===== config.mk =====
export PLATFORM = sky130hd
export DESIGN_NAME = dad_alarm_detector
export DESIGN_NICKNAME = d
export VERILOG_FILES = /design/src/rtl/dad_pkg.sv /design/src/rtl/dad_alarm_detector.sv
export SDC_FILE = /design/constraint.sdc
export NUM_CORES = 1
export LEC_CHECK = 0
export BUFFER_PORTS_ARGS = -buffer_cell sky130_fd_sc_hd__clkbuf_2
export CAP_MARGIN = 15
export CORE_AREA = 2 2 145 147
export DETAILED_ROUTE_END_ITERATION = 10
export DIE_AREA = 0 0 147 149
export HOLD_SLACK_MARGIN = 0.12
export PLACE_DENSITY = 0.8
export SYNTH_ARGS = -nofsm -noshare
export SYNTH_HDL_FRONTEND = slang
export SYNTH_SLANG_ARGS = --single-unit

===== constraint.sdc =====
create_clock -name clk -period 5.32 [get_ports clk]
set_input_delay 0.798 -clock clk [delete_from_list [all_inputs] [get_ports clk]]
set_output_delay 0.798 -clock clk [all_outputs]
set_load 0.02 [all_outputs]

===== src/rtl/dad_pkg.sv =====
// Package for the drive alarm detector: register map, alarm codes, timing.
// Assumes a 32-bit APB slave at 100 MHz on a single clock.
package dad_pkg;

  // ****************************************
  // Register byte offsets
  // ****************************************
  localparam logic [7:0] DAD_OFS_CTRL = 8'h00; // Control and clear
  localparam logic [7:0] DAD_OFS_STAT = 8'h04; // Sticky event status, write one to clear
  localparam logic [7:0] DAD_OFS_MASK = 8'h08; // Interrupt mask, one enables
  localparam logic [7:0] DAD_OFS_CODE = 8'h0C; // Latched alarm code
  localparam logic [7:0] DAD_OFS_ERRLIM = 8'h10; // Consecutive error limit
  localparam logic [7:0] DAD_OFS_SYNCTMO = 8'h14; // Alignment frame timeout in cycles
  localparam logic [7:0] DAD_OFS_GEAR = 8'h18; // Gear numerator and denominator
  localparam logic [7:0] DAD_OFS_NODE = 8'h1C; // Sampled node address

  // ****************************************
  // Control fields
  // ****************************************
  localparam int DAD_CTRL_CLR_BIT = 0; // Write one clears the latched code
  localparam int DAD_CTRL_ASYNC_BIT = 1; // Link runs in asynchronous mode

  // ****************************************
  // Event status bit positions
  // ****************************************
  localparam int DAD_EV_NODE = 0;
  localparam int DAD_EV_COMM = 1;
  localparam int DAD_EV_SYNC = 2;
  localparam int DAD_EV_WDOG = 3;
  localparam int DAD_EV_ESTOP = 4;
  localparam int DAD_EV_CYCSET = 5;
  localparam int DAD_EV_SYNCCMD = 6;
  localparam int DAD_EV_GEAR = 7;
  localparam int DAD_EV_MOTOR = 8;
  localparam int DAD_EV_DIAG = 9;
  localparam int DAD_NEV = 10;

  // ****************************************
  // Alarm codes
  // ****************************************
  localparam logic [7:0] DAD_CODE_NONE = 8'h00;
  localparam logic [7:0] DAD_CODE_NODE = 8'd82;
  localparam logic [7:0] DAD_CODE_COMM = 8'd83;
  localparam logic [7:0] DAD_CODE_SYNC = 8'd84;
  localparam logic [7:0] DAD_CODE_WDOG = 8'd86;
  localparam logic [7:0] DAD_CODE_ESTOP = 8'd87;
  localparam logic [7:0] DAD_CODE_CYCSET = 8'd90;
  localparam logic [7:0] DAD_CODE_SYNCCMD = 8'd91;
  localparam logic [7:0] DAD_CODE_GEAR = 8'd93;
  localparam logic [7:0] DAD_CODE_MOTOR = 8'd95;
  localparam logic [7:0] DAD_CODE_DIAG = 8'hFF; // Generic internal error, arbitrary

  // ****************************************
  // Limits and reset values
  // ****************************************
  localparam logic [4:0] DAD_NODE_MIN = 5'd1;
  localparam logic [4:0] DAD_NODE_MAX = 5'd31;
  localparam int DAD_NODE_W = 6; // Switch width; values above 31 possible
  localparam int DAD_GEAR_RATIO = 100; // Max ratio either way
  localparam logic [7:0] DAD_ERRLIM_RST = 8'd2;
  localparam int DAD_CLK_MHZ = 100;
  localparam int DAD_SYNCTMO_US = 1000; // Default alignment frame timeout
  localparam logic [19:0] DAD_SYNCTMO_RST = 20'(DAD_SYNCTMO_US * DAD_CLK_MHZ);

endpackage : dad_pkg


===== src/rtl/dad_alarm_detector.sv =====
// Drive alarm detector: link supervision, input checks and alarm code latch.
// Assumes link events arrive as one-cycle pulses from same-clock link logic;
// the node switch and emergency stop come from pins and are synchronised here.
//
// Implementation choices: register access over APB and the register addresses.
`timescale 1ns/100ps
`default_nettype none

// Overview of operation
// - Node address sampled once; outside 1..31 gives 82
// - Consecutive receive failures over limit give 83
// - Late or dropped alignment frame gives 84
// - Faulty alignment frame also gives 84
// - Watchdog exchange error each cycle gives 86
// - Emergency stop going open gives 87
// - Link-open with bad cycle setting gives 90
// - Alignment command in asynchronous mode gives 91
// - Gear ratio outside 1/100..100/1 gives 93
// - Unsupported motor and drive pairing gives 95
// - Self-diagnosis fault gives generic internal error
module dad_alarm_detector
  import dad_pkg::*;
#(
  parameter int TMO_W = 20 // Width of the alignment timeout counter
) (
  // Clock, reset, enable
  input wire logic clk,
  input wire logic rst,
  input wire logic ce,
  // APB slave
  input wire logic psel,
  input wire logic penable,
  input wire logic pwrite,
  input wire logic [7:0] paddr,
  input wire logic [31:0] pwdata,
  output logic [31:0] prdata,
  output logic pready,
  output logic pslverr,
  // Pins
  input wire logic [DAD_NODE_W-1:0] node_switch,
  input wire logic estop_closed,
  // Link events from same-clock link logic
  input wire logic link_active,
  input wire logic cycle_tick,
  input wire logic rx_ok,
  input wire logic rx_fail,
  input wire logic sync_frame,
  input wire logic sync_frame_bad,
  input wire logic wdog_err,
  input wire logic open_cmd,
  input wire logic open_cycle_bad,
  input wire logic sync_cmd,
  // Drive status inputs
  input wire logic motor_mismatch,
  input wire logic diag_fault,
  // Alarm outputs
  output logic [7:0] alarm_code,
  output logic alarm_active,
  output logic irq
);

  // ****************************************
  // Elaboration checks
  // ****************************************
  if (TMO_W < 20 || TMO_W > 31) begin : g_chk
    $error("TMO_W must be 20 to 31");
  end

  // ****************************************
  // Registers
  // ****************************************
  logic asyncm_r; // Asynchronous link mode
  logic [DAD_NEV-1:0] stat_r; // Sticky events
  logic [DAD_NEV-1:0] mask_r; // Interrupt mask
  logic [7:0] code_r; // Latched alarm code
  logic [7:0] errlim_r; // Consecutive error limit
  logic [TMO_W-1:0] tmo_r; // Alignment timeout
  logic [15:0] gear_num_r; // Gear numerator
  logic [15:0] gear_den_r; // Gear denominator
  logic [DAD_NODE_W-1:0] node_r; // Sampled node address
  logic node_done_r; // Node sample taken
  logic [7:0] errcnt_r; // Consecutive failure count
  logic [TMO_W-1:0] gap_r; // Cycles since last alignment frame
  logic [DAD_NODE_W-1:0] ns1_r, ns2_r, ns3_r; // Node switch synchroniser
  logic es1_r, es2_r, es3_r; // Emergency stop synchroniser
  logic estop_r; // Filtered emergency stop level
  logic [DAD_NEV-1:0] ev; // Events this cycle
  logic wr, rd;
  logic [DAD_NEV-1:0] w1c;

  // Single-cycle APB answer
  // Writes and clears act only while the clock enable is high
  assign pready = 1'b1;
  assign wr = psel && penable && pwrite && ce;
  assign rd = psel && !pwrite;
  assign w1c = (wr && paddr == DAD_OFS_STAT) ? pwdata[DAD_NEV-1:0] : '0;

  // ****************************************
  // Pin synchronisers
  // ****************************************
  // Three-stage capture; a change counts once stages two and three agree
  // Stop input resets to closed so no false open follows reset
  always_ff @(posedge clk) begin
    if (rst) begin
      ns1_r <= '0;
      ns2_r <= '0;
      ns3_r <= '0;
      es1_r <= 1'b1;
      es2_r <= 1'b1;
      es3_r <= 1'b1;
      estop_r <= 1'b1;
    end else if (ce) begin
      ns1_r <= node_switch;
      ns2_r <= ns1_r;
      ns3_r <= ns2_r;
      es1_r <= estop_closed;
      es2_r <= es1_r;
      es3_r <= es2_r;
      // Filtered level follows only an agreed value
      if (es2_r == es3_r) begin
        estop_r <= es3_r;
      end
    end
  end

  // ****************************************
  // Node address sample
  // ****************************************
  // Sampled once after reset, when the switch is through the synchroniser
  // Later switch moves are ignored until the next reset
  logic [1:0] nwait_r;
  always_ff @(posedge clk) begin
    if (rst) begin
      nwait_r <= '0;
      node_done_r <= 1'b0;
      node_r <= '0;
    end else if (ce && !node_done_r) begin
      if (nwait_r == 2'h3 && ns2_r == ns3_r) begin
        node_r <= ns3_r;
        node_done_r <= 1'b1;
      end else if (nwait_r != 2'h3) begin
        nwait_r <= nwait_r + 2'h1;
      end
    end
  end

  // ****************************************
  // Consecutive receive failures
  // ****************************************
  // Run length of failed cycles; held at its ceiling so it cannot wrap
  always_ff @(posedge clk) begin
    if (rst) begin
      errcnt_r <= '0;
    end else if (ce) begin
      if (rx_ok) begin
        errcnt_r <= '0; // A good cycle breaks the run
      end else if (rx_fail && errcnt_r != 8'hFF) begin
        errcnt_r <= errcnt_r + 8'h01;
      end
    end
  end

  // ****************************************
  // Alignment frame timing
  // ****************************************
  // Counts cycles between frames while the link is active
  // Held at the timeout so a missing frame keeps its event raised
  always_ff @(posedge clk) begin
    if (rst) begin
      gap_r <= '0;
    end else if (ce) begin
      if (!link_active || sync_frame) begin
        gap_r <= '0;
      end else if (gap_r != tmo_r) begin
        gap_r <= gap_r + 1'b1;
      end
    end
  end

  // ****************************************
  // Event detection
  // ****************************************
  // One bit per alarm source, high in every cycle its condition holds
  logic gear_bad;
  always_comb begin
    ev = '0;
    ev[DAD_EV_NODE] = node_done_r && (node_r < DAD_DIAG_NODE_MIN() ||
                      node_r > DAD_DIAG_NODE_MAX());
    ev[DAD_EV_COMM] = (errcnt_r > errlim_r);
    ev[DAD_EV_SYNC] = link_active && ((gap_r == tmo_r && !sync_frame) ||
                      (sync_frame && sync_frame_bad));
    ev[DAD_EV_WDOG] = cycle_tick && wdog_err;
    ev[DAD_EV_ESTOP] = !estop_r;
    ev[DAD_EV_CYCSET] = open_cmd && open_cycle_bad;
    ev[DAD_EV_SYNCCMD] = sync_cmd && asyncm_r;
    ev[DAD_EV_GEAR] = gear_bad;
    ev[DAD_EV_MOTOR] = motor_mismatch;
    ev[DAD_EV_DIAG] = diag_fault;
  end

  // Ratio below 1/100 or above 100/1; a zero term counts as out of range
  // Products fit in 24 bits for 16-bit terms
  logic [23:0] num_x, den_x;
  assign num_x = 24'(gear_num_r) * 24'(DAD_GEAR_RATIO);
  assign den_x = 24'(gear_den_r) * 24'(DAD_GEAR_RATIO);
  assign gear_bad = (gear_num_r == 16'h0000) || (gear_den_r == 16'h0000) ||
                    (num_x < 24'(gear_den_r)) || (den_x < 24'(gear_num_r));

  // Node range limits widened to the switch width
  function automatic logic [DAD_NODE_W-1:0] DAD_DIAG_NODE_MIN();
    return DAD_NODE_W'(DAD_NODE_MIN);
  endfunction : DAD_DIAG_NODE_MIN
  function automatic logic [DAD_NODE_W-1:0] DAD_DIAG_NODE_MAX();
    return DAD_NODE_W'(DAD_NODE_MAX);
  endfunction : DAD_DIAG_NODE_MAX

  // ****************************************
  // Sticky status and alarm code
  // ****************************************
  // Set wins over a one-written clear in the same cycle
  always_ff @(posedge clk) begin
    if (rst) begin
      stat_r <= '0;
    end else if (ce) begin
      stat_r <= (stat_r & ~w1c) | ev;
    end
  end

  // Priority encoder from lowest code upward
  // Lower codes win when several sources fire in one cycle
  logic [7:0] first_code;
  always_comb begin
    first_code = DAD_CODE_NONE;
    if (ev[DAD_EV_NODE]) first_code = DAD_CODE_NODE;
    else if (ev[DAD_EV_COMM]) first_code = DAD_CODE_COMM;
    else if (ev[DAD_EV_SYNC]) first_code = DAD_CODE_SYNC;
    else if (ev[DAD_EV_WDOG]) first_code = DAD_CODE_WDOG;
    else if (ev[DAD_EV_ESTOP]) first_code = DAD_CODE_ESTOP;
    else if (ev[DAD_EV_CYCSET]) first_code = DAD_CODE_CYCSET;
    else if (ev[DAD_EV_SYNCCMD]) first_code = DAD_CODE_SYNCCMD;
    else if (ev[DAD_EV_GEAR]) first_code = DAD_CODE_GEAR;
    else if (ev[DAD_EV_MOTOR]) first_code = DAD_CODE_MOTOR;
    else if (ev[DAD_EV_DIAG]) first_code = DAD_CODE_DIAG;
  end

  // First alarm held; a clear only empties the latch when no event stands
  // A clear while the cause stands reloads the same code
  logic clr_req;
  assign clr_req = wr && paddr == DAD_OFS_CTRL && pwdata[DAD_CTRL_CLR_BIT];
  always_ff @(posedge clk) begin
    if (rst) begin
      code_r <= DAD_CODE_NONE;
    end else if (ce) begin
      if (code_r == DAD_CODE_NONE || clr_req) begin
        code_r <= first_code;
      end
    end
  end

  // ****************************************
  // Configuration registers
  // ****************************************
  // Software settings; writes land in the access phase only
  // A zero timeout would never let the gap counter move, so it becomes one
  always_ff @(posedge clk) begin
    if (rst) begin
      asyncm_r <= 1'b0;
      mask_r <= '0;
      errlim_r <= DAD_ERRLIM_RST;
      tmo_r <= TMO_W'(DAD_SYNCTMO_RST);
      gear_num_r <= 16'h0001;
      gear_den_r <= 16'h0001;
    end else if (wr) begin
      case (paddr)
        DAD_OFS_CTRL: asyncm_r <= pwdata[DAD_CTRL_ASYNC_BIT];
        DAD_OFS_MASK: mask_r <= pwdata[DAD_NEV-1:0];
        DAD_OFS_ERRLIM: errlim_r <= pwdata[7:0];
        DAD_OFS_SYNCTMO: tmo_r <= (pwdata[TMO_W-1:0] == '0) ? TMO_W'(1) : pwdata[TMO_W-1:0];
        DAD_OFS_GEAR: begin
          gear_num_r <= pwdata[31:16];
          gear_den_r <= pwdata[15:0];
        end
        default: ;
      endcase
    end
  end

  // ****************************************
  // Read mux
  // ****************************************
  // Combinational read mux; unmapped offsets read zero and flag an error
  logic [31:0] rdata;
  logic known;
  always_comb begin
    rdata = '0;
    known = 1'b1;
    case (paddr)
      DAD_OFS_CTRL: rdata[DAD_CTRL_ASYNC_BIT] = asyncm_r;
      DAD_OFS_STAT: rdata[DAD_NEV-1:0] = stat_r;
      DAD_OFS_MASK: rdata[DAD_NEV-1:0] = mask_r;
      DAD_OFS_CODE: rdata[7:0] = code_r;
      DAD_OFS_ERRLIM: rdata[7:0] = errlim_r;
      DAD_OFS_SYNCTMO: rdata[TMO_W-1:0] = tmo_r;
      DAD_OFS_GEAR: rdata = {gear_num_r, gear_den_r};
      DAD_OFS_NODE: rdata[DAD_NODE_W-1:0] = node_r;
      default: known = 1'b0;
    endcase
  end

  // Read data held in a flop, loaded in the setup cycle
  // Frozen with the rest of the state while the clock enable is low
  always_ff @(posedge clk) begin
    if (rst) begin
      prdata <= '0;
    end else if (ce && psel && !penable && rd) begin
      prdata <= rdata;
    end
  end

  // Error only in the access phase of an unmapped address
  assign pslverr = psel && penable && !known;

  // ****************************************
  // Outputs
  // ****************************************
  // Registered copy of the latch; trails the internal code by one cycle
  always_ff @(posedge clk) begin
    if (rst) begin
      alarm_code <= DAD_CODE_NONE;
      alarm_active <= 1'b0;
    end else if (ce) begin
      alarm_code <= code_r;
      alarm_active <= (code_r != DAD_CODE_NONE);
    end
  end

  // Level interrupt: any unmasked sticky bit
  assign irq = |(stat_r & mask_r);

endmodule : dad_alarm_detector

`default_nettype wire


-- Word level (Yosys, flattened, before mapping)
Index checks and enable logic that the tools add are counted.
- mux-type cells: 24
- add/subtract/negate cells: 3
- equality and inequality tests: 14
- $lt $le $gt $ge: 5
- bitwise logic cells: 5
- multipliers: 2
- reduce and logical (&&, ||, !) cells: 56
- operator list (cell ; number):
    $mux 8 ; 12
    $mux 20 ; 3
    $lt 23x16->1 ; 2
    $mul 16x5->21 const B ; 2
    $eq 8x5->1 const B ; 4
    $logic_not 16->1 ; 2
    $pmux 4 s7 ; 1
    $logic_and 1x1->1 ; 21
    $add 20x1->20 const B ; 1
    $and 10x10->10 ; 2
    $eq 20x20->1 ; 1
    $logic_not 20->1 ; 1
    $ne 20x20->1 ; 1
    $pmux 10 s2 ; 1
    $reduce_and 2->1 ; 10
    $eq 8x4->1 const B ; 2
    $logic_not 8->1 ; 2
    $mux 12 ; 1
    $pmux 2 s6 ; 1
    $mux 10 ; 1
    $not 10->10 ; 1
    $or 10x10->10 ; 1
    $reduce_or 10->1 ; 1
    $add 8x1->8 const B ; 1
    other kinds (21) ; 34
- register bits: 189
- output and inout bits: 44
- logic and storage cells: 132
- input port bits: 65

-- Longest topological paths before layout
Gate-level depths: netlist of run 1.
- word-level depth: 12
- gate-level depth with buffers: 24
- mapped depth without buffers: 24

-- Least setup slack after synthesis of run 1
Ideal clock, no wire load.
- kind: register to register
- from: reg gear_num_r[4]
- to: reg code_r[5]
- cell stages (with the launch flop): 23
- arrival: 4622 ps
- period minus slack after synthesis: 4739 ps
- library setup time: 117 ps
- required time: 5203 ps
- path slack: 581 ps
- path buffers: 0
- path through: dfxtp_1 ha_1 ha_1 inv_1 fa_1 inv_1 ha_1 a21o_1 a21oi_2 nand2_1 a21o_1 a21oi_1 xnor2_1 ha_1 and3_1 nand3_1 nor2_1 a211o_1 nor4b_1 o2111ai_1 nor4_4 and3b_4 a32o_1
- longest elaborated chain between the ends: 12
- elaborated cells on any way between the ends: 15
- classes of those cells: 1 x mul; 2 x order compare; 8 x mux; 4 x reduce/logical
- RTL lines (element ; line ; RTL):
    start, declared ; dad_alarm_detector.sv:78 ; logic [15:0] gear_num_r;
    start signal, assigned ; dad_alarm_detector.sv:280 ; gear_num_r <= pwdata[31:16];
    $mul 16x5->21 or $logic_not 16->1 (tied branches) ; dad_alarm_detector.sv:204, dad_alarm_detector.sv:206 ;
    $lt 23x16->1 or $logic_or 1x1->1 (tied branches) ; dad_alarm_detector.sv:207, dad_alarm_detector.sv:206 ;
    $logic_or 1x1->1 ; dad_alarm_detector.sv:206 ; assign gear_bad = (gear_num_r == 16'h0000) || (gear_den_r == 16'h0000) ||
    $logic_or 1x1->1 (*) ; dad_alarm_detector.sv:207 ; (num_x < 24'(gear_den_r)) || (den_x < 24'(gear_num_r));
    $mux 8 (*) ; dad_alarm_detector.sv:241 ; else if (ev[DAD_EV_GEAR]) first_code = DAD_CODE_GEAR;
    $mux 8 (*) ; dad_alarm_detector.sv:240 ; else if (ev[DAD_EV_SYNCCMD]) first_code = DAD_CODE_SYNCCMD;
    $mux 8 (*) ; dad_alarm_detector.sv:239 ; else if (ev[DAD_EV_CYCSET]) first_code = DAD_CODE_CYCSET;
    $mux 8 (*) ; dad_alarm_detector.sv:238 ; else if (ev[DAD_EV_ESTOP]) first_code = DAD_CODE_ESTOP;
    $mux 8 (*) ; dad_alarm_detector.sv:237 ; else if (ev[DAD_EV_WDOG]) first_code = DAD_CODE_WDOG;
    $mux 8 (*) ; dad_alarm_detector.sv:236 ; else if (ev[DAD_EV_SYNC]) first_code = DAD_CODE_SYNC;
    $mux 8 (*) ; dad_alarm_detector.sv:235 ; else if (ev[DAD_EV_COMM]) first_code = DAD_CODE_COMM;
    $mux 8 (*) ; dad_alarm_detector.sv:234 ; if (ev[DAD_EV_NODE]) first_code = DAD_CODE_NODE;
    end signal, assigned ; dad_alarm_detector.sv:255 ; code_r <= first_code;
    end, declared ; dad_alarm_detector.sv:75 ; logic [7:0] code_r;
Mark *: on every way between the ends. The rest lies on a longest branch, timed or not.
A chain may end at the register's enable or synchronous reset.

-- Worst setup path in the final report of run 1
- from: reg gear_num_r[4]
- to: reg code_r[1]
The elaborated chain is that of the path after synthesis.

==> flow_summary.toml, run 1 <==
[route]
drt-vias-per-instance = 6.08
drt_wl_total_um = 34600
antenna_left = 0
drt_first_pass_iters = 7
top_layer = "met4"
dr_wl_met3_um = 2830
drtIter0Drc = 953
vias = 11200
wire_per_inst_um = 18.9
drc = 0
wl_met1_um = 14200
wl_met2_um = 16100

[synth]
synthArstFlopShare_pct = 0
syn_inst = 1461
synth-seq-area-share_pct = 30.4
ys_seq_elements = 185
synth_area_um2 = 12200
syn-num-nets = 1708
ys.flop_type = "dfxtp_1"
netlist.area_leader.share_pct = 30.4
synth_edf_count = 0
synth_area_leader_cell = "dfxtp_1"
synthTopCellsByArea = "dfxtp_1 (30%), ha_1 (16%), nand2_1 (6.3%), a21oi_1 (5.2%), inv_1 (4.1%)"
synth_cell_types = 77
ys_warn_count = 0
synth.avg_cell_area_um2 = 8.35

[floorplanning]
core_um2 = 20600
ios = 109
die_height_um = 149
fp-row-count = 53
start_util_pct = 59.3
die-area_um2 = 21900
floorplan.die.width_um = 147

[cells_and_area]
final_nets = 1794
antenna_cells = 0
syn_to_final_growth_pct = 12.2
mostFrequentLayoutCell = "nand2_1"
drive_gt1_share_pct = 12.8
layout_common_cells = "nand2_1 (205), dfxtp_1 (177), ha_1 (158)"
final_core_util_pct = 66.6

[timing]
clock_skew_ps = 9.39
slew_headroom_pct = 21.1
setup_viol = 0
tightest_slew_ps = 1180
finalHoldViolations = 0
fin_crit_sh_pct = 95.7
slew_viol_final = 0
min_period_ps = 5090
max_freq_mhz = 196

[global_route]
antenna_found_initial = 0
grt_usage_pct = 31.0
grt_pass1_vias = 10400
grt_max_degree = 78
grt_pass1_wl_um = 53900
grt-ovfl-total = 0

[critical_path]
rrSetupSlack_ps = 230
rr_worst_depth = 22
end_kind = "register"
critical_path_arrival_ps = 5410
cp-start-kind = "register"
r2r-end = "code_r[1]"
crit_path_max_fanout = 6
r2r_start = "gear_num_r[4]"
cp.required_ps = 5640
criticalPathCategory = "register to register"

[worst_hold_path]
hp-class = "register to register"
min-delay-start = "prdata[28]"
min_to = "prdata[28]"
hold_path_depth = 2

[flow_run]
max_cap_viol_count = 0

[pwr]
comb_power_share_pct = 7.7
swShare_pct = 25.5
irDropWorstVdd_mv = 0.233
intPower_w = 0.00223
p_leak_nw = 6.11
switching_power_w = 0.000763
power_w = 0.00299
power_frac_clock_pct = 43.9
p_per_area_nw_per_um2 = 219
p_seq_share_pct = 48.5

[place]
dp_hpwl_um = 25900
gp_congestion = 0.952
port-buffer-count = 107

[clock_tree]
htreeDepth = 4
path_clk_slew_ps = 70
cts-root-buf = "clkbuf_16"
cts.sinks = 185
cts_made_buffers = 17
cts_tree = "done"
clock_latency_ps = 440
clk_path_buf_depth = 2
cts_hold_buf = 0

[status]
status = "finished, final reports clean"
==> synthesized netlist by cell type, types with 10 or more instances <==
| cell type | n |
|---|---|
| nand2_1 | 205 |
| inv_1 | 132 |
| nor3_1 | 26 |
| o211ai_1 | 10 |
| and3_1 | 10 |
| ha_1 | 160 |
| or3_1 | 14 |
| a22oi_1 | 11 |
| a21o_1 | 13 |
| nand3_1 | 45 |
| clkbuf_1 | 38 |
| fa_1 | 22 |
| xor2_1 | 25 |
| a21oi_1 | 126 |
| buf_2 | 10 |
| a222oi_1 | 14 |
| nor4_1 | 12 |
| mux2i_1 | 47 |
| dfxtp_1 | 185 |
| nand4_1 | 23 |
| nor2_1 | 120 |
| o21ai_0 | 32 |
| a221oi_1 | 17 |
| xnor2_1 | 43 |
==> power by group through the flow <==
stage | Sequential (W) | Clock, W | Combinational (W)
CTS | 0.00145 | 0.00132 | 0.000225
floorplan | 0.00148 | 0 | 0.000129
global placement | 0.00148 | 0 | 0.000216
finish | 0.00145 | 0.00131 | 0.000230
detailed placement | 0.00148 | 0 | 0.000219
global route | 0.00145 | 0.00137 | 0.000246
==> layer usage <==
layer / up-vias / track usage, %
li1: 5284 / -
met4: 0 / 13.8
met5: - / 0
met3: 113 / 5.75
met2: 550 / 50.7
met1: 5218 / 40.1
==> cell families after synthesis <==
family | Yosys count | synth area share [%]
multiplexers | 47 | 3.86
AND/OR/NAND/NOR | 496 | 18.9
flip-flops | 185 | 30.4
adder cells (fa/ha/maj) | 182 | 20.0
AO/OA/AOI/OAI | 292 | 15.8
other | 1 | 0.0307
XOR/XNOR | 69 | 5.02
buffers and inverters | 189 | 6.02
==> cell type report <==
type                            count  area (um2)
Clock buffer                       19         453
Clock inverter                     13         163
Fill cell                        1704        6870
Inverter                          132         495
Multi-Input combinational cell   1087        7820
Sequential cell                   185        3720
Tap cell                          275         344
Timing Repair Buffer              124         686
==> worst max-delay path, stage by stage, from the launching register on <==
cell and delay, ps:
dfxtp_4 380, inv_1 80, ha_1 310, ha_1 280, inv_1 50, fa_1 500
inv_1 40, ha_1 340, a21oi_2 190, nand2_1 100, a21o_1 180, a21oi_1 170
xnor2_1 160, ha_1 270, and3_1 190, nand3_1 100, nor2_1 70, a211o_1 320
nor4b_4 260, o2111ai_2 150, nor4_4 340, and3b_4 280, a22o_1 210
==> what timing repair did <==
action / 4_1_cts / 5_1_grt
endpoints found under the setup margin: 0 / 7
gates resized for setup: 0 / 18
buffers inserted: 0 / 2
==> flip-flops by register name, summed over array words and instances, names as in the netlist <==
name / flops
gear_den_r: 16
errcnt_r: 8
alarm_code: 6
es3_r: 1
ns2_r: 6
asyncm_r: 1
gear_num_r: 16
es1_r: 1
alarm_active: 1
code_r: 6
tmo_r: 20
nwait_r: 2
stat_r: 10
ns3_r: 6
ns1_r: 6
prdata: 32
errlim_r: 8
estop_r: 1
node_done_r: 1
mask_r: 10
gap_r: 20
node_r: 6
es2_r: 1
==> stage by stage <==
step / hold slack [ps] / cells / setup slack [ps] / setup TNS (ps) / area (um2)
after floorplan: 430 / 1461 / 581 / 0 / 12200
after global placement: 437 / 1800 / 252 / 0 / 13000
after detailed placement: 443 / 1800 / 61.4 / 0 / 13000
after CTS: 453 / 1832 / 32.3 / 0 / 13600
after global routing: 467 / 1835 / -39.3 / -80.0 / 13700
final: 453 / 1835 / 228 / 0 / 13700
==> worst max-delay path by stage <==
stage / startpoint / endpoint / slack (ps) / depth (start not counted)
floorplan: gear_num_r[4] / code_r[5] / 580 / 22
global placement: gear_num_r[2] / code_r[5] / 250 / 21
detailed placement: gear_num_r[3] / code_r[5] / 60 / 22
CTS: gear_num_r[2] / code_r[1] / 30 / 21
global route: gear_num_r[0] / code_r[1] / -40 / 21
finish: gear_num_r[4] / code_r[1] / 230 / 22
Note: power is estimated with default switching activity, not from simulation.
==> inputs of run 2 (changes only) <==
- CORE_AREA: 2 2 145 147 -> 2 2 167 128
- DIE_AREA: 0 0 147 149 -> 0 0 169 130
==> flow_summary.toml, run 2 (same netlist as run 1, synthesis figures left out) <==
[status]
status = "finished, final reports clean"

[critical_path]
cp.required_ps = 5650
critical_path_arrival_ps = 5480
worstSetupEndpoint = "code_r[5]"
end_kind = "register"
cp-start-kind = "register"
rrSetupSlack_ps = 170
r2r_start = "gear_num_r[3]"
rr_worst_depth = 22
r2r-end = "code_r[5]"
cp-startpoint = "gear_num_r[3]"
crit_path_max_fanout = 6
criticalPathCategory = "register to register"

[route]
drt-vias-per-instance = 6.13
wire_per_inst_um = 18.8
drc = 0
drtIter0Drc = 1308
drt_wl_total_um = 34300
vias = 11200
antenna_left = 0
drt_first_pass_iters = 8

[flow_run]
max_cap_viol_count = 0

[clock_tree]
htreeDepth = 4
cts_tree = "done"
cts_hold_buf = 0
cts-root-buf = "clkbuf_16"
cts.sinks = 185
clk_path_buf_depth = 2
cts_made_buffers = 17
path_clk_slew_ps = 70
clock_latency_ps = 430

[floorplanning]
die_height_um = 130
floorplan.die.width_um = 169
ios = 109
core_um2 = 20600
die-area_um2 = 22000
fp-row-count = 46
start_util_pct = 59.2

[cells_and_area]
layout_common_cells = "nand2_1 (205), dfxtp_1 (175), ha_1 (155)"
final_nets = 1797
largest-register = "prdata"
final_core_util_pct = 66.7
largest_register_ffs = 32
reg.largest.list = "prdata (32), gap_r (20), tmo_r (20)"
antenna_cells = 0
mostFrequentLayoutCell = "nand2_1"
syn_to_final_growth_pct = 12.6
drive_gt1_share_pct = 13.4
fin_area_um2 = 13700

[pwr]
p_per_area_nw_per_um2 = 222
power_w = 0.00305
irDropWorstVdd_mv = 0.239
p_leak_nw = 6.12

[timing]
fin_crit_sh_pct = 96.8
slew_headroom_pct = 19.7
tightest_slew_ps = 1200
slew_viol_final = 0
setup_viol = 0
setup_tns_ps = 0
hold_ws_ps = 459
min_period_ps = 5150
max_freq_mhz = 194
clock_skew_ps = 9.19
finalHoldViolations = 0

[global_route]
antenna_found_initial = 0
grt_pass1_vias = 10200
grt_pass1_wl_um = 53200
grt_usage_pct = 30.6
grt-ovfl-total = 0
grt_max_degree = 86

[place]
port-buffer-count = 107
postPlaceCellArea_um2 = 13000
gp_congestion = 0.993
dp_hpwl_um = 26000

[worst_hold_path]
hp-class = "register to register"
-- run 2: cell types whose count changed in the layout (fill, tap and decap cells not counted), sizes merged --
| cell | before | now |
|---|---|---|
| buf | 18 | 20 |
| bufinv | 2 | 3 |
| clkinv | 5 | 3 |
| clkinvlp | 2 | 0 |
| inv | 136 | 140 |
-- run 2: cell type report --
type | count | area [um2]
fill | 1727 | 6870
clock buffer | 18 | 439
clock inverter | 14 | 200
multi-input combinational | 1087 | 7860
sequential | 185 | 3730
inverter | 132 | 495
tap | 264 | 330
timing repair buffer | 127 | 688
-- run 2: report_power, final --
| part | internal [W] | switching, W | leakage (nW) |
|---|---|---|---|
| combinational | 0.0000823 | 0.000144 | 4.30 |
| clock | 0.000775 | 0.000597 | 0.316 |
| sequential | 0.00141 | 0.0000380 | 1.50 |
| total | 0.00227 | 0.000779 | 6.12 |
-- run 2: routing by layer --
metal	part of all wire [%]	track usage (%)	wire length, um
met5	0	0	0
met4	2.1	7.39	703
met3	11	8.19	3800
met2	42	44.9	14200
met1	45	44.8	15500
-- run 2: worst min path at each step --
stage / from / cells after the start / to / slack [ps]
floorplan: es3_r / 2 / es3_r / 430
finish: es3_r / 2 / es3_r / 460
global placement: prdata[22] / 2 / prdata[22] / 440
detailed placement: prdata[28] / 2 / prdata[28] / 440
CTS: prdata[26] / 2 / prdata[26] / 460
global route: prdata[27] / 2 / prdata[27] / 480
-- run 2: critical path, cell delays in order (launching register included) --
cell       delay [ps]
dfxtp_4           370
ha_1              290
ha_1              270
inv_1              50
fa_1              520
inv_2              50
ha_4              250
a21o_1            190
a21oi_2           170
nand2_1            90
a21o_1            210
a21oi_2           170
xnor2_1           130
ha_1              250
and3_1            180
nand3_1            90
nor2_1             70
a211o_1           290
nor4b_2           260
o2111ai_2         210
nor4_4            420
and3b_4           290
a32o_1            220
-- run 2: timing repair --
action	4_1_cts	5_1_grt
hold endpoints to repair	0	0
resized for setup	0	28
setup buffers	0	3
endpoints found under the setup margin	0	7
-- run 2: per-stage QoR --
stage	worst slack, ps	cells
final	169	1827
after global routing	-19.3	1827
after CTS	6.58	1822
after detailed placement	42.7	1790
after global placement	230	1790
after floorplan	581	1461
